<file path="src/wake_pkg.sv">
// Package: constants and state codes for the deep-sleep wake-up sequencer.
// Assumes a single 40 MHz system clock.
package wake_pkg;

   // System clock period, ns
   localparam int CLK_PERIOD_NS = 25;
   // Warm-up time after release, ns
   localparam int WARMUP_TIME_NS = 1000;
   // Least time, so round up
   localparam int WARMUP_CYCLES = (WARMUP_TIME_NS + CLK_PERIOD_NS - 1) / CLK_PERIOD_NS;
   localparam int WARM_CNT_W = 6;
   localparam logic [WARM_CNT_W-1:0] WARM_CNT_LAST = 6'(WARMUP_CYCLES - 1);
   localparam logic [WARM_CNT_W-1:0] WARM_CNT_RST = 6'h00;

   // Reset value of the previous exit-pin sample
   localparam logic EXIT_PREV_RST = 1'b0;

   // Bit positions inside the one-hot state code
   localparam int ST_RUN_BIT = 0;
   localparam int ST_SLEEP_BIT = 1;
   localparam int ST_WARM_BIT = 2;

   typedef enum logic [2:0] {
      ST_RUN = 3'h1,
      ST_SLEEP = 3'h2,
      ST_WARM = 3'h4
   } seq_state_t;

endpackage

</file>
<file path="src/wake_if.sv">
// Interface: pin levels and release requests between sequencer and detector.
// Assumes both ends share the system clock.
`timescale 1ns/1ps
`default_nettype none
interface wake_if;
   logic exit_pin;
   logic key_wake_pin;
   logic key_wake_enable;
   logic level_mode;
   logic level_req;
   logic release_req;

   modport detector (
      input exit_pin,
      input key_wake_pin,
      input key_wake_enable,
      input level_mode,
      output level_req,
      output release_req
   );

   modport sequencer (
      output exit_pin,
      output key_wake_pin,
      output key_wake_enable,
      output level_mode,
      input level_req,
      input release_req
   );
endinterface
`default_nettype wire

</file>
<file path="src/deep_sleep_wake.sv">
// Top: deep-sleep entry, wake-up and warm-up sequencer.
// Assumes firmware drives the enable and mode inputs and pulses the sleep request.
//
// Overview of operation
// - Deep sleep ends when the exit pin or key-wake pin shows release.
// - One enable bit turns the key-wake function on or off.
// - An enabled key-wake pin held low requests exit from deep sleep.
// - Release present at sleep request: skip sleep, start warm-up at once.
`timescale 1ns/1ps
`default_nettype none
module deep_sleep_wake
   import wake_pkg::*;
(
   input wire logic i_sys_clk,
   input wire logic i_rstn,
   input wire logic i_sleep_req,
   input wire logic i_exit_pin,
   input wire logic i_key_wake_pin,
   input wire logic i_key_wake_enable,
   input wire logic i_level_release_mode,
   output logic o_deep_sleep,
   output logic o_warmup_active,
   output logic o_entry_refused,
   output logic o_wake_done
);

   seq_state_t state_q;
   seq_state_t state_d;
   logic [WARM_CNT_W-1:0] warm_cnt_q;
   logic refused_q;
   logic done_q;
   logic warm_end;
   logic [WARM_CNT_W-1:0] warm_len_q;

   wake_if wif();

   assign wif.exit_pin = i_exit_pin;
   assign wif.key_wake_pin = i_key_wake_pin;
   assign wif.key_wake_enable = i_key_wake_enable;
   assign wif.level_mode = i_level_release_mode;

   wake_detect u_detect (
      .i_sys_clk(i_sys_clk),
      .i_rstn(i_rstn),
      .wif(wif)
   );

   assign warm_end = (warm_cnt_q == WARM_CNT_LAST);

   always_comb begin
      state_d = state_q;
      unique case (state_q)
         ST_RUN: begin
            if (i_sleep_req) begin
               // Entry refused while a release level stands
               state_d = wif.level_req ? ST_WARM : ST_SLEEP;
            end
         end
         ST_SLEEP: begin
            if (wif.release_req) begin
               state_d = ST_WARM;
            end
         end
         ST_WARM: begin
            if (warm_end) begin
               state_d = ST_RUN;
            end
         end
         default: begin
            state_d = ST_RUN;
         end
      endcase
   end

   always_ff @(posedge i_sys_clk or negedge i_rstn) begin
      if (!i_rstn) begin
         state_q <= ST_RUN;
      end else begin
         state_q <= state_d;
      end
   end

   // Warm-up counter, cleared outside warm-up
   always_ff @(posedge i_sys_clk or negedge i_rstn) begin
      if (!i_rstn) begin
         warm_cnt_q <= WARM_CNT_RST;
      end else if (state_q == ST_WARM && !warm_end) begin
         warm_cnt_q <= warm_cnt_q + 6'h01;
      end else begin
         warm_cnt_q <= WARM_CNT_RST;
      end
   end

   always_ff @(posedge i_sys_clk or negedge i_rstn) begin
      if (!i_rstn) begin
         refused_q <= 1'b0;
         done_q <= 1'b0;
      end else begin
         refused_q <= (state_q == ST_RUN) && i_sleep_req && wif.level_req;
         done_q <= (state_q == ST_WARM) && warm_end;
      end
   end

   // Outputs straight from flops
   assign o_deep_sleep = state_q[ST_SLEEP_BIT];
   assign o_warmup_active = state_q[ST_WARM_BIT];
   assign o_entry_refused = refused_q;
   assign o_wake_done = done_q;

   // Enabled key pin held low
   function automatic logic key_release(input logic enable, input logic pin);
      return enable & ~pin;
   endfunction

   // Check-only warm-up count, kept apart from the sequencer counter
   always_ff @(posedge i_sys_clk or negedge i_rstn) begin
      if (!i_rstn) begin
         warm_len_q <= WARM_CNT_RST;
      end else if (o_warmup_active) begin
         warm_len_q <= warm_len_q + 6'h01;
      end else begin
         warm_len_q <= WARM_CNT_RST;
      end
   end
endmodule
`default_nettype wire

</file>
<file path="src/wake_detect.sv">
// Release-condition detector for the exit pin and the key-wake pin.
// Assumes pin levels are synchronous to the system clock.
`timescale 1ns/1ps
`default_nettype none
module wake_detect
   import wake_pkg::*;
(
   input wire logic i_sys_clk,
   input wire logic i_rstn,
   wake_if.detector wif
);

   logic exit_prev_q;
   logic key_active;
   logic exit_rise;

   always_ff @(posedge i_sys_clk or negedge i_rstn) begin
      if (!i_rstn) begin
         exit_prev_q <= EXIT_PREV_RST;
      end else begin
         exit_prev_q <= wif.exit_pin;
      end
   end

   // Enable bit gates the key pin, low level requests wake
   assign key_active = wif.key_wake_enable & ~wif.key_wake_pin;
   assign exit_rise = wif.exit_pin & ~exit_prev_q;

   // Level test is used at sleep entry in both modes
   assign wif.level_req = wif.exit_pin | key_active;

   // Exit pin: high level or rising edge by mode
   assign wif.release_req = wif.level_mode ? (wif.exit_pin | key_active)
                                           : (exit_rise | key_active);

endmodule
`default_nettype wire

</file>
<file path="config.mk">
export PLATFORM = sky130hd
export DESIGN_NAME = deep_sleep_wake
export DESIGN_NICKNAME = d
export VERILOG_FILES = /design/src/wake_pkg.sv /design/src/wake_if.sv /design/src/deep_sleep_wake.sv /design/src/wake_detect.sv
export SDC_FILE = /design/constraint.sdc
export NUM_CORES = 1
export LEC_CHECK = 0
export BUFFER_PORTS_ARGS = -buffer_cell sky130_fd_sc_hd__buf_2
export CORE_AREA = 10 10 47 49
export CTS_CLUSTER_DIAMETER = 50
export DETAILED_ROUTE_END_ITERATION = 8
export DIE_AREA = 0 0 57 59
export HOLD_SLACK_MARGIN = 0.05
export PLACE_DENSITY = 0.68
export SLEW_MARGIN = 20
export SYNTH_ARGS = -nofsm -noshare
export SYNTH_HDL_FRONTEND = slang
export SYNTH_SLANG_ARGS = --single-unit
</file>
<file path="constraint.sdc">
create_clock -name i_sys_clk -period 1.5 [get_ports i_sys_clk]
set_input_delay 0.075 -clock i_sys_clk [delete_from_list [all_inputs] [get_ports i_sys_clk]]
set_output_delay 0.075 -clock i_sys_clk [all_outputs]
set_load 0.01 [all_outputs]
</file>
==> results of run 1 <==
[worst max-delay path: cells and delay by family (launching register included)]
kind	cells	cell delay [ns]
compound gates	1	0.28
flops	1	0.42
simple gates	2	0.57
[per-stage QoR]
stage          power (W)  setup slack [ns]  hold WS [ns]
3_5_place_dp    0.000603             0.202       -0.0381
6_report        0.000859             0.179         0.100
5_1_grt         0.000900             0.126         0.117
4_1_cts         0.000865             0.183         0.101
3_3_place_gp    0.000597             0.217       -0.0342
2_1_floorplan   0.000540             0.196        -0.221
[flip-flops by register name, indices dropped and copies added, names as in the netlist]
| register | cells |
|---|---|
| u_detect.exit_prev_q | 1 |
| state_q | 3 |
| warm_cnt_q | 6 |
| o_entry_refused | 1 |
| o_wake_done | 1 |
[how the worst max path moves through the flow]
stage	start	to	slack [ns]	cells past startpoint
2_1_floorplan	state_q[2]	state_q[0]	0.20	3
3_3_place_gp	state_q[2]	state_q[0]	0.22	3
3_5_place_dp	state_q[2]	state_q[0]	0.20	3
4_1_cts	state_q[2]	state_q[0]	0.18	3
5_1_grt	state_q[2]	warm_cnt_q[3]	0.13	3
6_report	state_q[2]	state_q[0]	0.18	3
[final cells by class]
type                            count  area (um^2)  share of cell area (%)
Inverter                            1         3.75                   0.584
Clock buffer                        4         36.3                    5.64
Sequential cell                    12          302                    46.9
Tap cell                           16         20.0                    3.11
Timing Repair Buffer               12         70.1                    10.9
Multi-Input combinational cell     32          211                    32.9
[routing by layer]
metal	vias to the layer above	part of all wire [%]
met4	0	3.5
met1	179	41
met3	5	5.2
li1	186	-
met2	6	51
met5	-	0
[layout by cell type, fill, tap and decap left out, drive strengths merged]
master       netlist  routed
a21o               2       2
a21oi              2       2
a41o               1       1
and2               1       1
buf                0      10
clkbuf             0       4
dfrtp             11      11
dfstp              1       1
dlygate4sd3        0       2
ha                 1       1
inv                1       1
nand2              1       1
nand2b             2       2
nand3              2       2
nand3b             1       1
nand4              1       1
nor2               8       8
nor2b              1       1
nor3               1       1
nor4               1       1
o21ai              1       1
o31ai              1       1
or3                1       1
or3b               1       1
xnor2              1       1
xor2               2       2
[logic make-up after synthesis]
group | share of synthesized area, %
XOR/XNOR | 5.09
adder cells (fa/ha/maj) | 2.42
AND/OR/NAND/NOR | 22.0
flip-flops | 58.4
buffers and inverters | 0.726
AO/OA/AOI/OAI | 11.4
[power by group]
group          leakage [nW]  switching [W]  internal [W]
Sequential            0.160      0.0000367      0.000376
Clock                0.0210       0.000112      0.000148
Combinational         0.125      0.0000842      0.000102
==> flow_metrics.tcl, run 1 <==
set metrics [dict create \
    syn-num-nets 53 \
    gp_congestion 0.707 \
    synth_most_common_cell "dfrtp_1" \
    hold_viol 0 \
    die-area_um2 3360 \
    grt_pass1_vias 391 \
    grt_use_met2_pct 9.46 \
    path_class "flip-flop to flip-flop" \
    slowest_delay_ns 0.43 \
    synthCells 45 \
    slew_headroom_pct 73.4 \
    num_rows 14 \
    clock_skew_ns 0.000567 \
    netlist_area_um2 517 \
    crit_path_top_delay_cell "or3b_4" \
    rsz0062_at_grt "no" \
    cts_hold_buf 2 \
    io_pins 11 \
    post_cts_buffers 0 \
    antenna_left 0 \
    yosysSeqAreaShare_pct 58.4 \
    antenna_found_initial 0 \
    port_buffers 10 \
    hold_path_end "o_entry_refused" \
    cts_inserted_buffers 3 \
    diodes 0 \
    avgViaCountPerCell 4.88 \
    synthTopCellsByCount "dfrtp_1 (11), nor2_1 (8)" \
    power.density_nw_per_um2 1340 \
    setup_tns_ns 0 \
    grt_overflow 0 \
    synth_cell_types 23 \
    yosys-top-cells-area "dfrtp_1 (53%), nor2_1 (5.8%), dfstp_2 (5.1%)" \
    drt_iter0_markers 2 \
    synth_top_area_cell "dfrtp_1" \
    rr_startpoint "state_q[2]" \
    fmax_ghz 0.757 \
    tightest_slew_ns 0.395 \
    drc 0 \
    leakage_nw 0.305 \
    die_h_um 59 \
    grt_max_degree 13 \
    cts-htree-levels 1 \
    die_x_um 57 \
    setup_viol 0 \
    fin_crit_sh_pct 88.0 \
    clockBufferDepth 2 \
    min_path_type "primary input to flip-flop" \
    hold_path_depth 3 \
    drive_gt1_share_pct 29.5 \
    crit_chain "or3b_4 > a41o_4 > and2_4" \
    synth.ff_latch_count 12 \
    coreArea_um2 1400 \
    grt_busiest_layer "met2" \
    hp-start "i_sleep_req" \
    syn2layout_area_growth_pct 24.5 \
    crit_path_max_fanout 6 \
    cp-end-kind "flip-flop" \
    layout.nets 70 \
    grt_pass1_wl_mm 1.51 \
    slew_viol_final 0 \
    final_cells 77 \
    clk_pin_slew_ns 0.07 \
    ys.flop_type "dfrtp_1" \
    synthArstFlopShare_pct 100 \
    grtUsageMet3_pct 2.79 \
    yosysWarnings 0 \
    post_dp_cell_area_um2 587 \
    r2r_cells 3 \
    synth_edf_count 0 \
    fin_util_pct 45.9 \
    avgSynthCellArea_um2 11.5 \
    start_util_pct 36.9 \
    routed_wl_um 983 \
    wl_per_cell_um 12.8 \
    status "completed" \
    arrival_ns 1.54 \
    vias 376 \
    cap_violations 0 \
    ff2ff_setup_slack_ns 0.18 \
    fill_cells 135 \
    cts_tree "built" \
    period_minus_slack_ns 1.32 \
    hpwl_um 754 \
    clock_latency_ns 0.28 \
    cp-start-kind "flip-flop" \
    cp.required_ns 1.72 \
    place_inst 71 \
    design_area_um2 643 \
    root_buffer "clkbuf_4" \
    synth_top_area_share_pct 53.3 \
    numClockSinks 12 \
    dr.pass1.iters 3 \
    grt_util_met1_pct 5.48 \
    r2r-end "state_q[0]" \
    grt_use_total_pct 5.97 \
    cts_resized 0 \
    ir_drop_uv 668 \
]
No activity file was read; power rests on OpenSTA's default activity.
==> inputs of run 2 (changes only) <==
--- a/config.mk
+++ b/config.mk
@@ -12,6 +12,7 @@
 export DIE_AREA = 0 0 57 59
 export HOLD_SLACK_MARGIN = 0.05
 export PLACE_DENSITY = 0.68
+export SETUP_SLACK_MARGIN = 0.3
 export SLEW_MARGIN = 20
 export SYNTH_ARGS = -nofsm -noshare
 export SYNTH_HDL_FRONTEND = slang
==> run 2 against run 1 <==
  * Wire length rose by 3.0%
  * Total power rose by 4.0%
  * Clock power barely moved
  * Critical path type unchanged
  * Die area did not move
  * Utilization rose by 1.9 points
  * Hold slack improved by 0.0030 ns
  * Sequential share of layout area fell by 1.7 points
==> flow_metrics.tcl, run 2 (synthesized netlist as in run 1, its figures left out) <==
set metrics [dict create \
    io_pins 11 \
    grt_pass1_vias 371 \
    worst_slack_ns 0.240 \
    registers.top_by_ff_count "warm_cnt_q" \
    clk_pin_slew_ns 0.07 \
    grt_overflow 0 \
    cp-start-kind "flip-flop" \
    avgViaCountPerCell 4.81 \
    drive_gt1_share_pct 36.5 \
    p_clk_share_pct 29.1 \
    die-area_um2 3360 \
    layout.nets 72 \
    cts_inserted_buffers 3 \
    slew_headroom_pct 77.8 \
    grt_pass1_wl_mm 1.62 \
    min_path_type "primary input to flip-flop" \
    crit_path_max_fanout 6 \
    die_h_um 59 \
    power.density_nw_per_um2 1340 \
    root_buffer "clkbuf_4" \
    tightest_slew_ns 0.330 \
    post_dp_cell_area_um2 587 \
    start_util_pct 36.9 \
    hold_path_depth 3 \
    leakage_nw 0.314 \
    switching_share_pct 27.2 \
    arrival_ns 1.48 \
    syn2layout_area_growth_pct 29.5 \
    fmax_ghz 0.793 \
    coreArea_um2 1400 \
    grt_use_total_pct 6.45 \
    drt_iter0_markers 5 \
    layout_common_cells "buf_2 (10), dfrtp_1 (10), nor2_1 (8)" \
    antenna_found_initial 0 \
    setup_tns_ns 0 \
    internal_power_w 0.000650 \
    gp_congestion 0.729 \
    vias 380 \
    path_class "flip-flop to flip-flop" \
    rsz0062_at_grt "yes" \
    fin_util_pct 47.8 \
    numClockSinks 12 \
    largestRegisters "warm_cnt_q x6, state_q x3" \
    ir_drop_uv 692 \
    fin_crit_sh_pct 84.0 \
    diodes 0 \
    design_area_um2 669 \
    cap_violations 0 \
    cts-htree-levels 1 \
    drc 0 \
    cts_tree "built" \
    clock_latency_ns 0.28 \
    hold_viol 0 \
    cp-end-kind "flip-flop" \
    slew_viol_final 0 \
    routed_wl_mm 1.01 \
    combPwrFrac_pct 25.7 \
    switchingPower_w 0.000243 \
    hpwl_um 675 \
    num_rows 14 \
    cp.required_ns 1.72 \
    largest_register_ffs 6 \
    grt_max_degree 13 \
    period_minus_slack_ns 1.26 \
    status "completed" \
    antenna_left 0 \
    port_buffers 10 \
    place_ws_ns 0.206 \
    clockBufferDepth 2 \
    clock_skew_ns 0.00189 \
    setup_viol 0 \
    r2r_cells 3 \
    die_x_um 57 \
    seqPwrFrac_pct 45.2 \
    dr.pass1.iters 4 \
    wl_per_cell_um 12.8 \
]
## run 2: cell count changes in the layout (fill, tap and decap cells not counted)
cell / before / now
buf_4: 0 / 2
dfrtp_2: 0 / 1
a21oi_1: 2 / 1
nor4_1: 1 / 0
nor4_2: 0 / 1
a21oi_2: 0 / 1
dfrtp_1: 11 / 10
## run 2: final cells by class
class	count	area, um^2
clock buffer	4	36.3
multi-input combinational	32	221
tap	16	20.0
timing repair buffer	14	85.1
fill	137	732
inverter	1	3.75
sequential	12	303
## run 2: routing by layer
layer  global-route usage, %  vias up  part of all wire (%)
met5                       0        -                     0
met4                    7.05        0                   4.6
met3                    2.79        5                   3.7
met2                    9.92        5                    51
met1                    6.08      179                    41
li1                        -      191                     -
## run 2: worst paths after layout
check,start,to,slack [ns]
min in group asynchronous,i_rstn,warm_cnt_q[3],0.20
worst min register to register,warm_cnt_q[0],warm_cnt_q[0],0.48
worst max register to register,state_q[1],state_q[0],0.24
worst max-delay path,state_q[1],state_q[0],0.24
worst min-delay path,i_sleep_req,o_entry_refused,0.10
max in group asynchronous,i_rstn,state_q[0],1.03
## run 2: timing repair
item                       in CTS  in global routing
hold buffers                    2                  0
buffers inserted                1                  1
pin swaps                       1                  3
cloned                          0                  0
hold endpoints to repair       13                  0
setup endpoints to repair       6                 10
resized for setup               0                  3
## run 2: through the flow
stage | hold slack [ns] | power, W | std cells
after global routing | 0.125 | 0.000943 | 79
after global placement | -0.0352 | 0.000596 | 71
after CTS | 0.103 | 0.000878 | 78
final | 0.103 | 0.000894 | 79
after detailed placement | -0.0359 | 0.000600 | 71
after floorplan | -0.221 | 0.000540 | 45
## run 2: critical path, stage by stage (launching register included)
cell	delay [ns]
dfrtp_1	0.40
or3b_4	0.39
a41o_4	0.28
and2_4	0.14
## run 2: power by group through the flow
stage / sequential (W) / combinational (W) / clock [W]
after floorplan: 0.000424 / 0.000116 / 0
after global placement: 0.000414 / 0.000182 / 0
after detailed placement: 0.000415 / 0.000185 / 0
after CTS: 0.000409 / 0.000203 / 0.000266
after global routing: 0.000410 / 0.000251 / 0.000282
final: 0.000404 / 0.000230 / 0.000260
